<file path="src/verilog/hsctl_pkg.sv">
// Purpose: Shared constants, state encoding and state records of the hot-swap state control.
// Assumes: 50 MHz system clock; register offsets are byte addresses on Avalon-MM.
// Notes:   The deglitch and state timers count in ticks of one millisecond.
package hsctl_pkg;

  localparam int CLK_HZ                  = 50_000_000;
  localparam int TICK_US                 = 1000;
  localparam int TICK_CYCLES_DFLT        = (CLK_HZ / 1_000_000) * TICK_US;
  localparam int RESTART_WAIT_S          = 10;
  localparam int RESTART_WAIT_TICKS_DFLT = (RESTART_WAIT_S * 1_000_000) / TICK_US;

  localparam logic [3:0] ADDR_CTRL   = 4'h0;
  localparam logic [3:0] ADDR_TIMING = 4'h4;
  localparam logic [3:0] ADDR_STATUS = 4'h8;

  localparam int CTRL_OP_ON     = 0;
  localparam int CTRL_FULL_DIG  = 1;
  localparam int CTRL_DIG_CMP   = 2;
  localparam int CTRL_DG_LSB    = 4;
  localparam int CTRL_RESTART   = 8;
  localparam int TIM_DELAY_LSB  = 0;
  localparam int TIM_REG_LSB    = 8;
  localparam int TIM_COOL_LSB   = 16;
  localparam int TIM_RETRY_LSB  = 24;
  localparam int STAT_STATE_LSB = 0;
  localparam int STAT_GATE      = 4;
  localparam int STAT_REGULATE  = 5;
  localparam int STAT_ENABLE    = 6;
  localparam int STAT_CONN_N    = 7;
  localparam int STAT_FLT_LSB   = 8;
  localparam int STAT_RETRY_LSB = 12;

  localparam int FLT_RETRY    = 0;
  localparam int FLT_NONRETRY = 1;
  localparam int FLT_VIN      = 2;
  localparam int FLT_MEM      = 3;

  localparam logic       RST_OP_ON       = 1'b1;
  localparam logic       RST_FULL_DIG    = 1'b1;
  localparam logic       RST_DIG_CMP     = 1'b1;
  localparam logic [3:0] RST_DG_LIMIT    = 4'h1;
  localparam logic [7:0] RST_DELAY_LIMIT = 8'h0a;
  localparam logic [7:0] RST_REG_LIMIT   = 8'h32;
  localparam logic [7:0] RST_COOLDOWN    = 8'h64;
  localparam logic [2:0] RST_RETRY_LIMIT = 3'h3;

  typedef enum logic [3:0] {
    por_init_state,
    read_cfg_state,
    switch_check_state,
    standby_state,
    startup_regulation_state,
    on_state,
    current_reg_state,
    fault_state,
    latch_off_state,
    mem_fault_state,
    restart_wait_state
  } hsctl_state_t;

  typedef struct packed {
    logic [3:0] cnt;
    logic       level;
    logic       busy;
    logic       acm_done;
    logic       fall;
  } hsctl_dg_t;

  typedef struct packed {
    logic         pin_s1;
    logic         pin_s2;
    logic         conn_s1;
    logic         conn_s2;
    hsctl_state_t state;
    logic [15:0]  cnt;
    logic         reg_phase;
    logic         retry_kind;
    logic [2:0]   retry_cnt;
    logic [3:0]   fault_flags;
    logic         op_on;
    logic         full_digital;
    logic         digital_cmp;
    logic [3:0]   dg_limit;
    logic [7:0]   delay_limit;
    logic [7:0]   reg_limit;
    logic [7:0]   cooldown;
    logic [2:0]   retry_limit;
    logic [31:0]  tick_cnt;
    logic         tick;
    logic         waitreq;
    logic [31:0]  readdata;
    logic         gate_enable;
    logic         gate_regulate;
  } hsctl_core_t;

endpackage : hsctl_pkg

</file>
<file path="src/verilog/hsctl_core.sv">
// Purpose: Hot-swap state control of regulation, fault, latch-off and restart with enable gating.
// Assumes: Analog comparator results and fault inputs arrive synchronous to clk_sys.
// Notes:   Registers sit on Avalon-MM; every access answers one cycle after it is raised.
//
// Overview of operation
// Current regulation starts delay timer on overcurrent.
// Persisting condition starts regulation timer, lowers gate.
// Fault state idles until cleared or cool-down ends.
// Exhausted retries go straight to latch-off.
// Latch-off holds until faults clear and restart.
// Memory error enters fault, then permanent memory lockout.
// Restart command waits ten seconds, switch off.
// Registers always reachable; pin or command gates switch.
// Starts automatically unless operation bit disables it.
// Digital mode deglitches every enable pin transition.
// Enable low turns off; status bits kept.
// Deglitch value zero lets host time enable.
// Analog mode debounce runs once after reset.
// Mode selects enable or undervoltage pin role.
// Undervoltage role: low runs undervoltage fault procedure.
// Enable role: on and off without fault procedure.
// Enable high lets operation bit decide switch.
// Enable falling edge clears faults except memory.
// Connector present low only permits switch on.
// Switch active only with operation, enable, connector.
// Standby checks input voltage range before start.
// Startup ends when drain-source low, gate high.
// Four-bit state code; synchronised enable and connector.
//
// The Avalon-MM slave port and the register offsets were chosen for this implementation.
module hsctl_core
  import hsctl_pkg::*;
#(
  parameter int unsigned TICK_CYCLES        = TICK_CYCLES_DFLT,
  parameter int unsigned RESTART_WAIT_TICKS = RESTART_WAIT_TICKS_DFLT
) (
  input  wire logic        clk_sys,
  input  wire logic        rst_b,
  input  wire logic        ce,
  input  wire logic [3:0]  avs_address,
  input  wire logic        avs_read,
  input  wire logic        avs_write,
  input  wire logic [31:0] avs_writedata,
  input  wire logic [3:0]  avs_byteenable,
  output logic [31:0]      avs_readdata,
  output logic             avs_waitrequest,
  input  wire logic        undervolt_enable_pin,
  input  wire logic        connector_present_n,
  input  wire logic        vin_in_range,
  input  wire logic        overcurrent_in,
  input  wire logic        soa_violation_in,
  input  wire logic        vds_low_in,
  input  wire logic        vgs_high_in,
  input  wire logic        switch_short_in,
  input  wire logic        retry_fault_in,
  input  wire logic        nonretry_fault_in,
  input  wire logic        mem_error_in,
  output logic             gate_enable,
  output logic             gate_regulate,
  output logic [3:0]       state_code
);

  hsctl_core_t q;
  hsctl_core_t n;
  logic        en_level;
  logic        en_fall;
  logic        en_mode;
  logic        permit;
  logic        over;
  logic        active;
  logic        wr_now;
  logic        restart_cmd;
  logic [31:0] wimg;
  logic [3:0]  flt_set;
  logic [3:0]  flt_clr;
  logic [15:0] cnt_inc;

  function automatic logic [31:0] lane_mask(input logic [3:0] be);
    lane_mask = {{8{be[3]}}, {8{be[2]}}, {8{be[1]}}, {8{be[0]}}};
  endfunction

  function automatic logic [31:0] read_word(input logic [3:0] addr, input hsctl_core_t s);
    logic [31:0] w;
    w = 32'h0000_0000;
    unique case (addr)
      ADDR_CTRL: begin
        w[CTRL_OP_ON]          = s.op_on;
        w[CTRL_FULL_DIG]       = s.full_digital;
        w[CTRL_DIG_CMP]        = s.digital_cmp;
        w[CTRL_DG_LSB +: 4]    = s.dg_limit;
      end
      ADDR_TIMING: begin
        w[TIM_DELAY_LSB +: 8]  = s.delay_limit;
        w[TIM_REG_LSB +: 8]    = s.reg_limit;
        w[TIM_COOL_LSB +: 8]   = s.cooldown;
        w[TIM_RETRY_LSB +: 3]  = s.retry_limit;
      end
      ADDR_STATUS: begin
        w[STAT_STATE_LSB +: 4] = s.state;
        w[STAT_GATE]           = s.gate_enable;
        w[STAT_REGULATE]       = s.gate_regulate;
        w[STAT_ENABLE]         = s.pin_s2;
        w[STAT_CONN_N]         = s.conn_s2;
        w[STAT_FLT_LSB +: 4]   = s.fault_flags;
        w[STAT_RETRY_LSB +: 3] = s.retry_cnt;
      end
      default: w = 32'h0000_0000;
    endcase
    return w;
  endfunction

  function automatic logic is_active(input hsctl_state_t s);
    is_active = (s == startup_regulation_state) || (s == on_state) || (s == current_reg_state);
  endfunction

  hsctl_deglitch u_deglitch (
    .clk_sys      (clk_sys),
    .rst_b        (rst_b),
    .ce           (ce),
    .tick         (q.tick),
    .pin_sync     (q.pin_s2),
    .digital_mode (en_mode),
    .dg_limit     (q.dg_limit),
    .en_level     (en_level),
    .en_fall      (en_fall)
  );

  always_comb begin
    n         = q;
    flt_set   = 4'h0;
    flt_clr   = 4'h0;
    wimg      = 32'h0000_0000;
    cnt_inc   = q.cnt + 16'h0001;
    en_mode   = q.full_digital & q.digital_cmp;
    // The op bit, pin and connector jointly permit the switch.
    permit    = q.op_on & en_level & ~q.conn_s2; // see R17 see R19
    over      = overcurrent_in | soa_violation_in;
    active    = is_active(q.state);
    wr_now    = avs_write & ~q.waitreq;
    restart_cmd = wr_now && (avs_address == ADDR_CTRL) && avs_byteenable[1]
                  && avs_writedata[CTRL_RESTART];

    n.pin_s1  = undervolt_enable_pin;
    n.pin_s2  = q.pin_s1;
    n.conn_s1 = connector_present_n;
    n.conn_s2 = q.conn_s1;

    n.tick     = (q.tick_cnt == 32'(TICK_CYCLES - 1));
    n.tick_cnt = n.tick ? 32'h0000_0000 : q.tick_cnt + 32'h0000_0001;

    // The bus runs in every state so software can always reprogram the block.
    if (q.waitreq) begin
      if (avs_read | avs_write) begin
        n.waitreq  = 1'b0;
        n.readdata = avs_read ? read_word(avs_address, q) : 32'h0000_0000;
      end
    end else begin
      n.waitreq = 1'b1;
    end
    if (wr_now) begin
      wimg = (read_word(avs_address, q) & ~lane_mask(avs_byteenable))
             | (avs_writedata & lane_mask(avs_byteenable));
      unique case (avs_address)
        ADDR_CTRL: begin
          n.op_on        = wimg[CTRL_OP_ON];
          n.full_digital = wimg[CTRL_FULL_DIG];
          n.digital_cmp  = wimg[CTRL_DIG_CMP];
          n.dg_limit     = wimg[CTRL_DG_LSB +: 4];
        end
        ADDR_TIMING: begin
          n.delay_limit  = wimg[TIM_DELAY_LSB +: 8];
          n.reg_limit    = wimg[TIM_REG_LSB +: 8];
          n.cooldown     = wimg[TIM_COOL_LSB +: 8];
          n.retry_limit  = wimg[TIM_RETRY_LSB +: 3];
        end
        ADDR_STATUS: flt_clr = wimg[STAT_FLT_LSB +: 4] & avs_writedata[STAT_FLT_LSB +: 4];
        default: ;
      endcase
    end

    if (mem_error_in && (q.state != mem_fault_state)) begin
      n.state = fault_state;
      flt_set[FLT_MEM] = 1'b1;
    end else if (active) begin
      if (!permit) begin
        if (!en_mode && !en_level && q.op_on && !q.conn_s2) begin
          n.state = fault_state;
          n.retry_kind = 1'b0;
          flt_set[FLT_NONRETRY] = 1'b1;
        end else begin
          n.state = standby_state; // see R11 see R16
        end
      end else if (restart_cmd) begin
        n.state = restart_wait_state;
      end else if (retry_fault_in) begin
        n.state = fault_state;
        n.retry_kind = 1'b1;
        flt_set[FLT_RETRY] = 1'b1;
      end else if (nonretry_fault_in) begin
        n.state = fault_state;
        n.retry_kind = 1'b0;
        flt_set[FLT_NONRETRY] = 1'b1;
      end else begin
        unique case (q.state)
          startup_regulation_state: begin
            if (vds_low_in && vgs_high_in) begin
              n.state = on_state;
            end
          end
          on_state: begin
            n.retry_cnt = 3'h0;
            if (over) begin
              n.state = current_reg_state;
            end
          end
          default: begin
            if (!over) begin
              n.state = on_state;
            end else if (q.tick) begin
              if (!q.reg_phase) begin
                if (cnt_inc >= {8'h00, q.delay_limit}) begin
                  n.reg_phase = 1'b1;
                  n.cnt = 16'h0000;
                end else begin
                  n.cnt = cnt_inc;
                end
              end else if (cnt_inc >= {8'h00, q.reg_limit}) begin
                n.state = fault_state;
                n.retry_kind = 1'b1;
                flt_set[FLT_RETRY] = 1'b1;
              end else begin
                n.cnt = cnt_inc;
              end
            end
          end
        endcase
      end
    end else begin
      unique case (q.state)
        por_init_state: n.state = read_cfg_state;
        read_cfg_state: n.state = switch_check_state;
        switch_check_state: begin
          if (switch_short_in) begin
            n.state = fault_state;
            n.retry_kind = 1'b0;
            flt_set[FLT_NONRETRY] = 1'b1;
          end else begin
            n.state = standby_state;
          end
        end
        standby_state: begin
          if (restart_cmd) begin
            n.state = restart_wait_state;
          end else if (permit) begin
            if (!vin_in_range) begin
              n.state = fault_state;
              n.retry_kind = 1'b0;
              flt_set[FLT_VIN] = 1'b1;
            end else begin
              n.state = startup_regulation_state;
            end
          end
        end
        fault_state: begin
          if (q.fault_flags[FLT_MEM]) begin
            n.state = mem_fault_state;
          end else if (en_mode && en_fall) begin
            n.state = switch_check_state;
            n.retry_cnt = 3'h0;
          end else if (q.retry_kind) begin
            if (q.retry_cnt >= q.retry_limit) begin
              n.state = latch_off_state;
            end else if (q.tick) begin
              if (cnt_inc >= {8'h00, q.cooldown}) begin
                n.state = switch_check_state;
                n.retry_cnt = q.retry_cnt + 3'h1;
              end else begin
                n.cnt = cnt_inc;
              end
            end
          end else if (!nonretry_fault_in && vin_in_range && (en_mode || en_level)) begin
            n.state = standby_state;
          end
        end
        latch_off_state: begin
          if (en_mode && en_fall) begin
            n.state = switch_check_state;
            n.retry_cnt = 3'h0;
          end else if (restart_cmd && !retry_fault_in && !nonretry_fault_in) begin
            n.state = switch_check_state;
            n.retry_cnt = 3'h0;
          end
        end
        mem_fault_state: n.state = mem_fault_state;
        restart_wait_state: begin
          if (q.tick) begin
            if (cnt_inc >= 16'(RESTART_WAIT_TICKS)) begin
              n.state = standby_state;
            end else begin
              n.cnt = cnt_inc;
            end
          end
        end
        default: n.state = por_init_state;
      endcase
    end

    if (n.state != q.state) begin
      n.cnt       = 16'h0000;
      n.reg_phase = 1'b0;
    end
    if (en_mode && en_fall) begin
      flt_clr = flt_clr | 4'h7;
    end
    // Hardware sets win over clears so no event is lost.
    n.fault_flags   = (q.fault_flags & ~flt_clr) | flt_set;
    n.gate_enable   = is_active(n.state);
    n.gate_regulate = (n.state == startup_regulation_state)
                      || ((n.state == current_reg_state) && n.reg_phase);
  end

  always_ff @(posedge clk_sys or negedge rst_b) begin
    if (!rst_b) begin
      q              <= '0;
      q.state        <= por_init_state;
      q.op_on        <= RST_OP_ON;
      q.full_digital <= RST_FULL_DIG;
      q.digital_cmp  <= RST_DIG_CMP;
      q.dg_limit     <= RST_DG_LIMIT;
      q.delay_limit  <= RST_DELAY_LIMIT;
      q.reg_limit    <= RST_REG_LIMIT;
      q.cooldown     <= RST_COOLDOWN;
      q.retry_limit  <= RST_RETRY_LIMIT;
      q.waitreq      <= 1'b1;
    end else if (ce) begin
      q <= n;
    end
  end

  assign avs_readdata    = q.readdata;
  assign avs_waitrequest = q.waitreq;
  assign gate_enable     = q.gate_enable;
  assign gate_regulate   = q.gate_regulate;
  assign state_code      = q.state;
endmodule : hsctl_core

</file>
<file path="src/verilog/hsctl_deglitch.sv">
// Purpose: Enable deglitch timer for the combined undervoltage/enable pin.
// Assumes: pin_sync is already synchronised; tick is a one-cycle pulse per timer unit.
// Notes:   In analog compare mode the timer runs once after reset and then the pin passes through.
module hsctl_deglitch
  import hsctl_pkg::*;
(
  input  wire logic       clk_sys,
  input  wire logic       rst_b,
  input  wire logic       ce,
  input  wire logic       tick,
  input  wire logic       pin_sync,
  input  wire logic       digital_mode,
  input  wire logic [3:0] dg_limit,
  output logic            en_level,
  output logic            en_fall
);

  hsctl_dg_t q;
  hsctl_dg_t n;

  always_comb begin
    n      = q;
    n.fall = 1'b0;
    if (digital_mode) begin
      if (pin_sync != q.level) begin
        if (dg_limit == 4'h0) begin
          n.level = pin_sync;
          n.fall  = q.level & ~pin_sync;
          n.busy  = 1'b0;
        end else if (!q.busy) begin
          n.busy = 1'b1;
          n.cnt  = 4'h0;
        end else if (tick) begin
          if (q.cnt + 4'h1 >= dg_limit) begin
            n.level = pin_sync;
            n.fall  = q.level & ~pin_sync;
            n.busy  = 1'b0;
          end else begin
            n.cnt = q.cnt + 4'h1;
          end
        end
      end else begin
        // A pin that returns before expiry cancels the pending change.
        n.busy = 1'b0;
      end
    end else begin
      if (!q.acm_done) begin
        if (q.cnt >= dg_limit) begin
          n.acm_done = 1'b1;
        end else if (tick) begin
          n.cnt = q.cnt + 4'h1;
        end
        n.level = 1'b0;
      end else begin
        n.level = pin_sync;
      end
    end
  end

  always_ff @(posedge clk_sys or negedge rst_b) begin
    if (!rst_b) begin
      q <= '0;
    end else if (ce) begin
      q <= n;
    end
  end

  assign en_level = q.level;
  assign en_fall  = q.fall;

endmodule : hsctl_deglitch

</file>
<file path="config.mk">
export PLATFORM = sky130hd
export DESIGN_NAME = hsctl_core
export DESIGN_NICKNAME = d
export VERILOG_FILES = /design/src/verilog/hsctl_pkg.sv /design/src/verilog/hsctl_core.sv /design/src/verilog/hsctl_deglitch.sv
export SDC_FILE = /design/constraint.sdc
export NUM_CORES = 1
export LEC_CHECK = 0
export BUFFER_PORTS_ARGS = -buffer_cell sky130_fd_sc_hd__buf_2
export CAP_MARGIN = 10
export CORE_MARGIN = 2
export CORE_UTILIZATION = 50
export DETAILED_ROUTE_END_ITERATION = 12
export GPL_ROUTABILITY_DRIVEN = 1
export PLACE_DENSITY = 0.77
export SETUP_SLACK_MARGIN = 0.1
export SYNTH_ARGS = -nofsm -noshare
export SYNTH_HDL_FRONTEND = slang
export SYNTH_SLANG_ARGS = --single-unit
</file>
<file path="constraint.sdc">
create_clock -name clk_sys -period 8.58 [get_ports clk_sys]
set_clock_uncertainty 0.05 [all_clocks]
set_input_delay 0.429 -clock clk_sys [delete_from_list [all_inputs] [get_ports clk_sys]]
set_output_delay 0.429 -clock clk_sys [all_outputs]
set_load 0.03 [all_outputs]
</file>
==> flow_summary.toml, run 1 <==
[status]
status = "finished clean"

[timing]
relSlewSlack_pct = 23.04
drv_slew = 0
setup_viol = 0
worstMarginPinSlew_ns = 1.154
rsz0062_at_grt = "false"
hold_viol_final = 0
period_share_pct = 57.91
max_freq_mhz = 201.2
setup_ws_ns = 3.611
timing.final.crit_period_ns = 4.969
tns_ns = 0

[critical_path]
critPathSlowestCell = "a2111oi_4"
crit_arrival_ns = 5.26
cp-end-kind = "register"
cp-start-kind = "register"
cpMostUsedCell = "ha_1"
path_cells = "ha_1 -> nand3_1 -> o21ai_0 -> nand2_1 -> ha_1 -> a21o_1 -> a21oi_1 -> o2111a_1 -> a21oi_2 -> a2111oi_4 -> o211ai_4 -> o221ai_1"
slowest_delay_ns = 1.05
cp_max_fo = 17
worstPathRequired_ns = 8.87
path_class = "reg -> reg"

[die]
die_w_um = 136.6
dieHeight_um = 136.6
core_area_um2 = 17240
rows = 48
io_pins = 95
die_area_um2 = 18660
initial_core_util_pct = 51.00

[pwr]
leakage_uw = 0.004466
ir_drop_uv = 139.8
power_density_nw_per_um2 = 195.1

[finish]
diodes = 0
area_growth_pct = 10.67
drive_gt1_share_pct = 18.39
fin_nets = 1100
final_common_cell = "dfrtp_1"
final_cell_mix = "123 x dfrtp_1, 110 x nand2_1, 83 x buf_2"

[global_routing]
grt_pass1_wl_mm = 38.42
track_usage_pct = 26.50
grt_overflow_total = 0
grt_max_degree = 77
grt_pass1_vias = 7459
antenna_found_initial = 0

[drt]
drt-pass1-iter-count = 7
drt-total-wl_mm = 23.62
remaining_drc_errors = 0
wire_per_inst_um = 19.02
vias_per_cell = 6.182
num_vias = 7678
ant_nets = 0
drtIter0Drc = 816

[clock_tree]
cts.repair.resized = 0
path_clk_slew_ns = 0.07
cts.sinks = 138
h-tree-depth = 4
post-cts-setup-buffers = 0
clk_path_buf_depth = 2
root_buffer = "clkbuf_16"
numCtsBuffers = 17
clk_latency_ns = 0.43
cts_tree = "done"
cts_hold_buf = 1

[logic_synthesis]
yosys-top-cells-area = "dfrtp_1 35%, ha_1 5.7%, nand2_1 4.7%, dfstp_2 4.5%, o21ai_0 4.0%"
avgSynthCellArea_um2 = 9.148
synthArstFlopShare_pct = 100.0
synth_cells = 961
synth_cell_types = 82
yosysSeqAreaShare_pct = 39.50
ys_ff_latch = 138
ys.flop_type = "dfrtp_1"
yosys_warnings = 0
synth.largest_area_cell = "dfrtp_1"
synth_top_area_share_pct = 35.01
netlist_area_um2 = 8791
synth_edf_count = 0

[placement]
post-dp-hpwl_mm = 17.07
preCtsSetupSlack_ns = 3.912
numPortBuffers = 84
gp_congestion = 0.9467

[job]
drv_cap = 0

[hold_path]
min_path_type = "in -> reg"
[synth_stat cells (6+ instances only)]
| master | instances |
|---|---|
| dfrtp_1 | 123 |
| nand2_1 | 110 |
| o21ai_0 | 71 |
| inv_1 | 67 |
| nor2_1 | 51 |
| ha_1 | 40 |
| buf_4 | 37 |
| a21oi_1 | 33 |
| nand3_1 | 33 |
| nand4_1 | 29 |
| clkbuf_1 | 28 |
| mux2_2 | 24 |
| xnor2_1 | 24 |
| mux2i_1 | 16 |
| nor4_1 | 16 |
| and3_1 | 15 |
| dfstp_2 | 15 |
| nand2b_1 | 15 |
| xor2_1 | 15 |
| a22o_1 | 13 |
| a22oi_1 | 12 |
| a21o_1 | 11 |
| and2_1 | 10 |
| nor2b_1 | 9 |
| nor3_1 | 9 |
| o31ai_1 | 8 |
| a211oi_1 | 7 |
| nand4b_1 | 7 |
| o221ai_2 | 7 |
| a222oi_1 | 6 |
| a31oi_1 | 6 |
| and4_1 | 6 |
| o211ai_1 | 6 |
[cell families (layout without fill, tap and decap cells)]
| group | Yosys count | after routing | synth area share (%) |
|---|---|---|---|
| and+or+nand+nor | 331 | 331 | 19.31 |
| AOI/OAI and AO/OA | 229 | 229 | 18.74 |
| buffers and inverters | 142 | 194 | 7.814 |
| DFF | 138 | 138 | 39.50 |
| adders and majority gates | 41 | 41 | 5.807 |
| muxes | 40 | 40 | 4.896 |
| xor gates and xnor gates | 39 | 39 | 3.886 |
| other | 1 | 5 | 0.04266 |
[layout make-up]
cell class | instances | area (um^2)
fillers | 1544 | 7507
multi-input cells | 685 | 4653
flip-flops and latches | 138 | 3472
repair buffers | 94 | 504.2
clock buffers | 18 | 439.2
well taps | 225 | 281.5
inverters | 68 | 255.2
clock inverters | 14 | 123.9
[metrics by stage]
stage | hold slack (ns) | cell area [um^2] | util, % | instances | power [uW]
after floorplan | 0.08341 | 8806 | - | 965 | 1070
after global placement | 0.3904 | 9156 | 53.12 | 1209 | 1178
after detailed placement | 0.3948 | 9156 | 53.12 | 1209 | 1188
after CTS | 0.1645 | 9729 | 56.45 | 1242 | 1902
after global routing | 0.1727 | 9729 | 56.45 | 1242 | 1984
final | 0.1736 | 9729 | 56.45 | 1242 | 1898
[worst paths after layout]
check | startpoint | endpoint | slack [ns] | cells past startpoint
min in group asynchronous | rst_b | avs_readdata[22] | 0.49 | 2
worst min-delay path | avs_writedata[22] | q[77] | 0.17 | 2
worst min register to register | u_deglitch.q[1] | u_deglitch.q[1] | 0.41 | 1
worst max-delay path | q[111] | q[115] | 3.61 | 12
worst max register to register | q[111] | q[115] | 3.61 | 12
max in group asynchronous | rst_b | q[92] | 6.60 | 3
[worst max-delay path: cells and delay by family (launching register included)]
| kind | cells | cell delay, ns |
|---|---|---|
| AND/OR/NAND/NOR | 2 | 0.51 |
| adder cells (fa/ha/maj) | 2 | 0.67 |
| flip-flops | 1 | 0.61 |
| AO/OA/AOI/OAI | 8 | 3.04 |
[sequential cells by signal, summed over array words and instances (netlist names)]
| signal | flops |
|---|---|
| state_code | 4 |
| u_deglitch.en_fall | 1 |
| u_deglitch.q | 6 |
| u_deglitch.en_level | 1 |
| n | 2 |
| q | 94 |
| avs_readdata | 27 |
| gate_regulate | 1 |
| gate_enable | 1 |
| avs_waitrequest | 1 |
[power by group]
part	internal, uW	total (uW)	switching, uW
sequential	718	792	74.4
clock	389	711	322
combinational	140	395	255
total	1250	1900	652
[metal layers]
metal  track usage [%]  up-vias  part of all wire [%]
li1                  -     3539                     -
met1             35.18     3770                    43
met2             42.61      291                    47
met3             4.593       78                   6.1
met4             11.57        0                   3.3
met5                 0        -                     0
(Power assumes the default switching activity.)
==> inputs of run 2 (changes only) <==
--- a/config.mk
+++ b/config.mk
@@ -11,7 +11,7 @@
 export CORE_UTILIZATION = 50
 export DETAILED_ROUTE_END_ITERATION = 12
 export GPL_ROUTABILITY_DRIVEN = 1
-export PLACE_DENSITY = 0.77
+export PLACE_DENSITY = 0.79
 export SETUP_SLACK_MARGIN = 0.1
 export SYNTH_ARGS = -nofsm -noshare
 export SYNTH_HDL_FRONTEND = slang
==> constraint.sdc (replaced) <==
create_clock -name clk_sys -period 4.5 [get_ports clk_sys]
set_clock_uncertainty 0.05 [all_clocks]
set_input_delay 0.225 -clock clk_sys [delete_from_list [all_inputs] [get_ports clk_sys]]
set_output_delay 0.225 -clock clk_sys [all_outputs]
set_load 0.03 [all_outputs]
==> run 2 against run 1 <==
  * Combinational power increased by 100%
  * Sequential power increased by 89%
  * Non-clock buffer count is 21 higher
  * Worst setup slack got worse by 3.2 ns
  * Critical path depth up 2
  * Clock-buffer cell count rose by 1
  * Clock power grew 100%
  * Cell count up 1.7%
  * Sequential share of layout area is 0.82 points lower
  * Design area increased by 2.4%
  * Die area unchanged
==> flow_summary.toml, run 2 (synthesized netlist as in run 1, its figures left out) <==
[timing]
period_share_pct = 89.97
drv_slew = 0
relSlewSlack_pct = 37.79
tns_ns = 0
setup_viol = 0
setup_ws_ns = 0.4516
rsz0062_at_grt = "false"
max_freq_mhz = 247.0
worstMarginPinSlew_ns = 0.9332
timing.final.crit_period_ns = 4.048
hold_viol_final = 0

[drt]
drt-pass1-iter-count = 6
drtIter0Drc = 750
remaining_drc_errors = 0
drt-total-wl_mm = 23.80
wire_per_inst_um = 18.84
ant_nets = 0
vias_per_cell = 6.078
num_vias = 7676

[critical_path]
cp-start-kind = "register"
cpMostUsedCell = "a21o_1"
cp_max_fo = 16
crit_arrival_ns = 4.35
path_cells = "nand4_2 -> buf_4 -> nor2_1 -> xnor2_1 -> ha_1 -> a21o_1 -> a21o_1 -> a21oi_1 -> o2111a_1 -> nand2_1 -> or3_1 -> a2111o_1 -> o211ai_4 -> mux2i_1"
r2r-end = "q[123]"
rr_startpoint = "q[111]"
reg2reg_slack_ns = 0.45
critPathSlowestCell = "dfrtp_2"
slowest_delay_ns = 0.49
cp-end-kind = "register"
path_class = "reg -> reg"
r2r_cells = 14
worstPathRequired_ns = 4.80

[pwr]
power_density_nw_per_um2 = 374.6
total_power_uw = 3731
ir_drop_uv = 297.5
leakage_uw = 0.004569

[clock_tree]
h-tree-depth = 4
clk_latency_ns = 0.44
cts.sinks = 138
root_buffer = "clkbuf_16"
numCtsBuffers = 17
clk_path_buf_depth = 2
path_clk_slew_ns = 0.06
cts_tree = "done"

[hold_path]
min_path_type = "in -> reg"
hold_end = "n[133]"
worstHoldStart = "undervolt_enable_pin"
min_path_cells = 2

[job]
drv_cap = 0

[global_routing]
grt_max_degree = 102
antenna_found_initial = 0
grt_overflow_total = 0
grt_pass1_vias = 7386
track_usage_pct = 26.22
grt_pass1_wl_mm = 38.03

[finish]
design_area_um2 = 9961
drive_gt1_share_pct = 18.69
n_fill_cell = 1473
fin_nets = 1121
diodes = 0
seq_area_um2 = 3473
area_growth_pct = 13.31
final_cell_mix = "122 x dfrtp_1, 110 x nand2_1, 83 x buf_2"
regMostFlops = "q"
largest_register_ffs = 94
final_common_cell = "dfrtp_1"
final_core_util_pct = 57.79
multi_input_area_um2 = 4664

[die]
die_w_um = 136.6
die_area_um2 = 18660
dieHeight_um = 136.6
core_area_um2 = 17240
io_pins = 95
initial_core_util_pct = 51.00
rows = 48

[placement]
numPortBuffers = 84
postPlaceCellArea_um2 = 9201
gp_congestion = 0.9677
post-dp-hpwl_mm = 17.03
preCtsSetupSlack_ns = 0.3554

[status]
status = "finished clean"
[run 2: through the flow]
step	std cells	hold WS [ns]
5_1_grt	1263	0.007371
6_report	1263	0.01126
3_5_place_dp	1215	0.3494
4_1_cts	1261	0.005550
2_1_floorplan	965	-0.1206
3_3_place_gp	1215	0.3458
[run 2: critical path, delay by kind of cell (launching register included)]
family | cells | cell delay, ns
mux | 1 | 0.27
simple gates | 4 | 0.64
flops | 1 | 0.49
fa+ha+maj | 1 | 0.34
buf+inv | 1 | 0.16
compound gates | 6 | 1.62
xor+xnor | 1 | 0.38
[run 2: per-layer routing]
layer | global-route usage (%) | vias up | wire (um)
li1 | - | 3579 | -
met1 | 35.32 | 3661 | 10280
met2 | 40.61 | 373 | 10950
met3 | 5.778 | 63 | 1862
met4 | 11.46 | 0 | 707
met5 | 0 | - | 0
[run 2: layout make-up]
type / instances / area share (%)
multi-input combinational: 685 / 46.83
timing repair buffer: 115 / 6.971
inverter: 68 / 2.562
sequential: 138 / 34.87
clock inverter: 13 / 1.595
clock buffer: 19 / 4.346
tap: 225 / 2.826
[run 2: repair_timing]
action	in CTS	in global routing
endpoints found under the hold margin	104	0
endpoints found under the setup margin	0	13
resized for setup	0	2
setup buffers	0	2
hold buffers	14	0
[run 2: worst max path at each step]
stage / from / end / slack (ns) / depth (start not counted)
2_1_floorplan: q[111] / q[113] / 0.91 / 14
3_3_place_gp: q[111] / q[124] / 0.44 / 14
3_5_place_dp: q[111] / q[124] / 0.36 / 14
4_1_cts: q[111] / q[124] / 0.28 / 14
5_1_grt: q[111] / q[116] / 0.21 / 14
6_report: q[111] / q[123] / 0.45 / 14
[run 2: power breakdown]
group	total, uW	internal, uW	switching, uW
clock network	1430	832	596
registers	1500	1370	133
logic	801	284	516
total	3730	2490	1250
==> inputs of run 3 (changes only) <==
--- a/config.mk
+++ b/config.mk
@@ -5,6 +5,7 @@
 export SDC_FILE = /design/constraint.sdc
 export NUM_CORES = 1
 export LEC_CHECK = 0
+export ABC_AREA = 1
 export BUFFER_PORTS_ARGS = -buffer_cell sky130_fd_sc_hd__buf_2
 export CAP_MARGIN = 10
 export CORE_MARGIN = 2
==> run 3 against run 2 <==
  * Register-to-register slack better by 0.21 ns
  * Clock-buffer cell count fell by 1
  * Core utilization decreased by 1.5 points
  * Combinational power increased by 19%
  * Critical path depth up 5
  * Synthesized area up 8.3%
  * Largest power group unchanged
==> flow_summary.toml, run 3 <==
[finish]
drive_gt1_share_pct = 13.78
diodes = 0
final_cell_mix = "263 x nand2_1, 210 x inv_1, 123 x dfrtp_1"
seq_area_um2 = 3472
design_area_um2 = 10540
n_fill_cell = 1728
final_common_cell = "nand2_1"
fin_nets = 1469
regMostFlops = "q"
largest_register_ffs = 94
multi_input_area_um2 = 4795
area_growth_pct = 10.64

[die]
initial_core_util_pct = 50.91
die_w_um = 142.0
die_area_um2 = 20170
io_pins = 95
dieHeight_um = 142.0
core_area_um2 = 18710
rows = 50

[clock_tree]
h-tree-depth = 4
post-cts-setup-buffers = 0
path_clk_slew_ns = 0.06
clk_latency_ns = 0.43
root_buffer = "clkbuf_16"
cts.sinks = 138
clk_path_buf_depth = 2
numCtsBuffers = 17
cts_tree = "done"

[logic_synthesis]
netlist_area_um2 = 9523
yosys-top-cells-count = "263 x nand2_1, 210 x inv_1, 123 x dfrtp_1"
synthArstFlopShare_pct = 100.0
synth_top_area_share_pct = 32.32
ys.flop_type = "dfrtp_1"
synth_cells = 1322
synth.most_common_cell = "nand2_1"
yosysSeqAreaShare_pct = 36.46
synth.largest_area_cell = "dfrtp_1"
synth_edf_count = 0
avgSynthCellArea_um2 = 7.203
yosys_warnings = 0
ys_ff_latch = 138
yosys-top-cells-area = "dfrtp_1 32%, nand2_1 10%, inv_1 8.3%, o21ai_0 5.9%, ha_1 5.3%"
synth_cell_types = 53

[critical_path]
r2r-end = "q[124]"
cp-end-kind = "register"
crit_path_end = "q[124]"
rr_startpoint = "q[112]"
r2r_cells = 19
path_class = "reg -> reg"
cp-start-kind = "register"
cp_max_fo = 15
startpoint = "q[112]"
worstPathRequired_ns = 4.81
crit_arrival_ns = 4.14
reg2reg_slack_ns = 0.66

[pwr]
power_density_nw_per_um2 = 358.0
ir_drop_uv = 316.6
total_power_uw = 3773
leakage_uw = 0.005207

[timing]
hold_viol_final = 0
timing.final.crit_period_ns = 3.836
setup_viol = 0
tns_ns = 0
relSlewSlack_pct = 39.16
period_share_pct = 85.25
max_freq_mhz = 260.7
rsz0062_at_grt = "false"
drv_slew = 0
worstMarginPinSlew_ns = 0.9126

[global_routing]
grt_max_degree = 100
antenna_found_initial = 1
grt_pass1_wl_mm = 41.97
grt_pass1_vias = 8714
track_usage_pct = 26.27
grt_overflow_total = 0

[placement]
gp_congestion = 0.9616
postPlaceCellArea_um2 = 9902
post-dp-hpwl_mm = 19.00
numPortBuffers = 84

[drt]
drt-total-wl_mm = 26.02
drt-pass1-iter-count = 6
num_vias = 9127
remaining_drc_errors = 0
wire_per_inst_um = 16.06
drtIter0Drc = 878
ant_nets = 0
vias_per_cell = 5.634

[hold_path]
min_path_type = "in -> reg"

[status]
status = "finished clean"

[job]
drv_cap = 0
## run 3: stage by stage
stage	hold WS, ns	utilization [%]	setup WS [ns]	instances
after floorplan	-0.1206	-	1.399	1326
after global placement	0.3268	52.94	0.7879	1579
after detailed placement	0.3203	52.94	0.7499	1579
after CTS	0.002616	56.33	0.6952	1620
after global routing	0.03496	56.33	0.2846	1620
final	0.01260	56.33	0.6639	1620
## run 3: logic make-up (layout without fill, tap and decap cells)
family,Yosys count,in the layout,synth area share (%)
buffers and inverters,296,356,13.40
other,1,5,0.03938
adder cells (fa/ha/maj),40,40,5.256
XOR/XNOR,25,25,2.299
AO/OA/AOI/OAI,249,249,14.70
flip-flops,138,138,36.46
AND/OR/NAND/NOR,573,573,27.84
## run 3: how the worst min path moves through the flow
stage                      start               end  slack (ns)  cells after the start
2_1_floorplan              rst_b   avs_readdata[0]       -0.12                      0
3_5_place_dp               rst_b  avs_readdata[23]        0.32                      1
3_3_place_gp               rst_b  avs_readdata[23]        0.33                      1
4_1_cts        avs_writedata[17]             q[72]       0.003                      3
6_report       avs_writedata[18]             q[73]        0.01                      3
5_1_grt        avs_writedata[17]             q[72]        0.03                      3
## run 3: critical path, stage by stage, from the launching register on
cell and delay (ns):
dfrtp_1 0.39, ha_1 0.21, nand3_1 0.13, nor2_4 0.21
xor2_1 0.48, ha_1 0.35, nand2_1 0.06, o21ai_0 0.09
a21oi_1 0.25, nand3_2 0.14, nand2_2 0.11, nand2_1 0.07
a21o_1 0.17, nand3_1 0.11, nand2_1 0.08, nand2_1 0.10
nand4_1 0.13, nor2_4 0.36, nand4_1 0.16, nand2_1 0.11
## run 3: power by group
part | internal [uW] | total, uW | switching [uW]
registers | 1400 | 1510 | 117
clock network | 716 | 1310 | 591
logic | 298 | 951 | 653
total | 2410 | 3770 | 1360
## run 3: layer usage
layer	GRT usage [%]	part of all wire, %	vias up
met4	13.42	3.7	2
met5	0	0.054	-
li1	-	-	4441
met3	5.013	6.7	82
met2	44.42	49	338
met1	32.05	41	4264
## run 3: layout make-up
| type | count | share of cell area, % |
|---|---|---|
| clock buffers | 18 | 4.073 |
| well taps | 234 | 2.779 |
| repair buffers | 106 | 5.831 |
| inverters | 218 | 7.766 |
| multi-input cells | 892 | 45.51 |
| flip-flops and latches | 138 | 32.95 |
| clock inverters | 14 | 1.092 |
## run 3: repair_timing
item | CTS | global route
hold buffers | 9 | 0
gates resized for setup | 0 | 0
endpoints found under the hold margin | 97 | 0
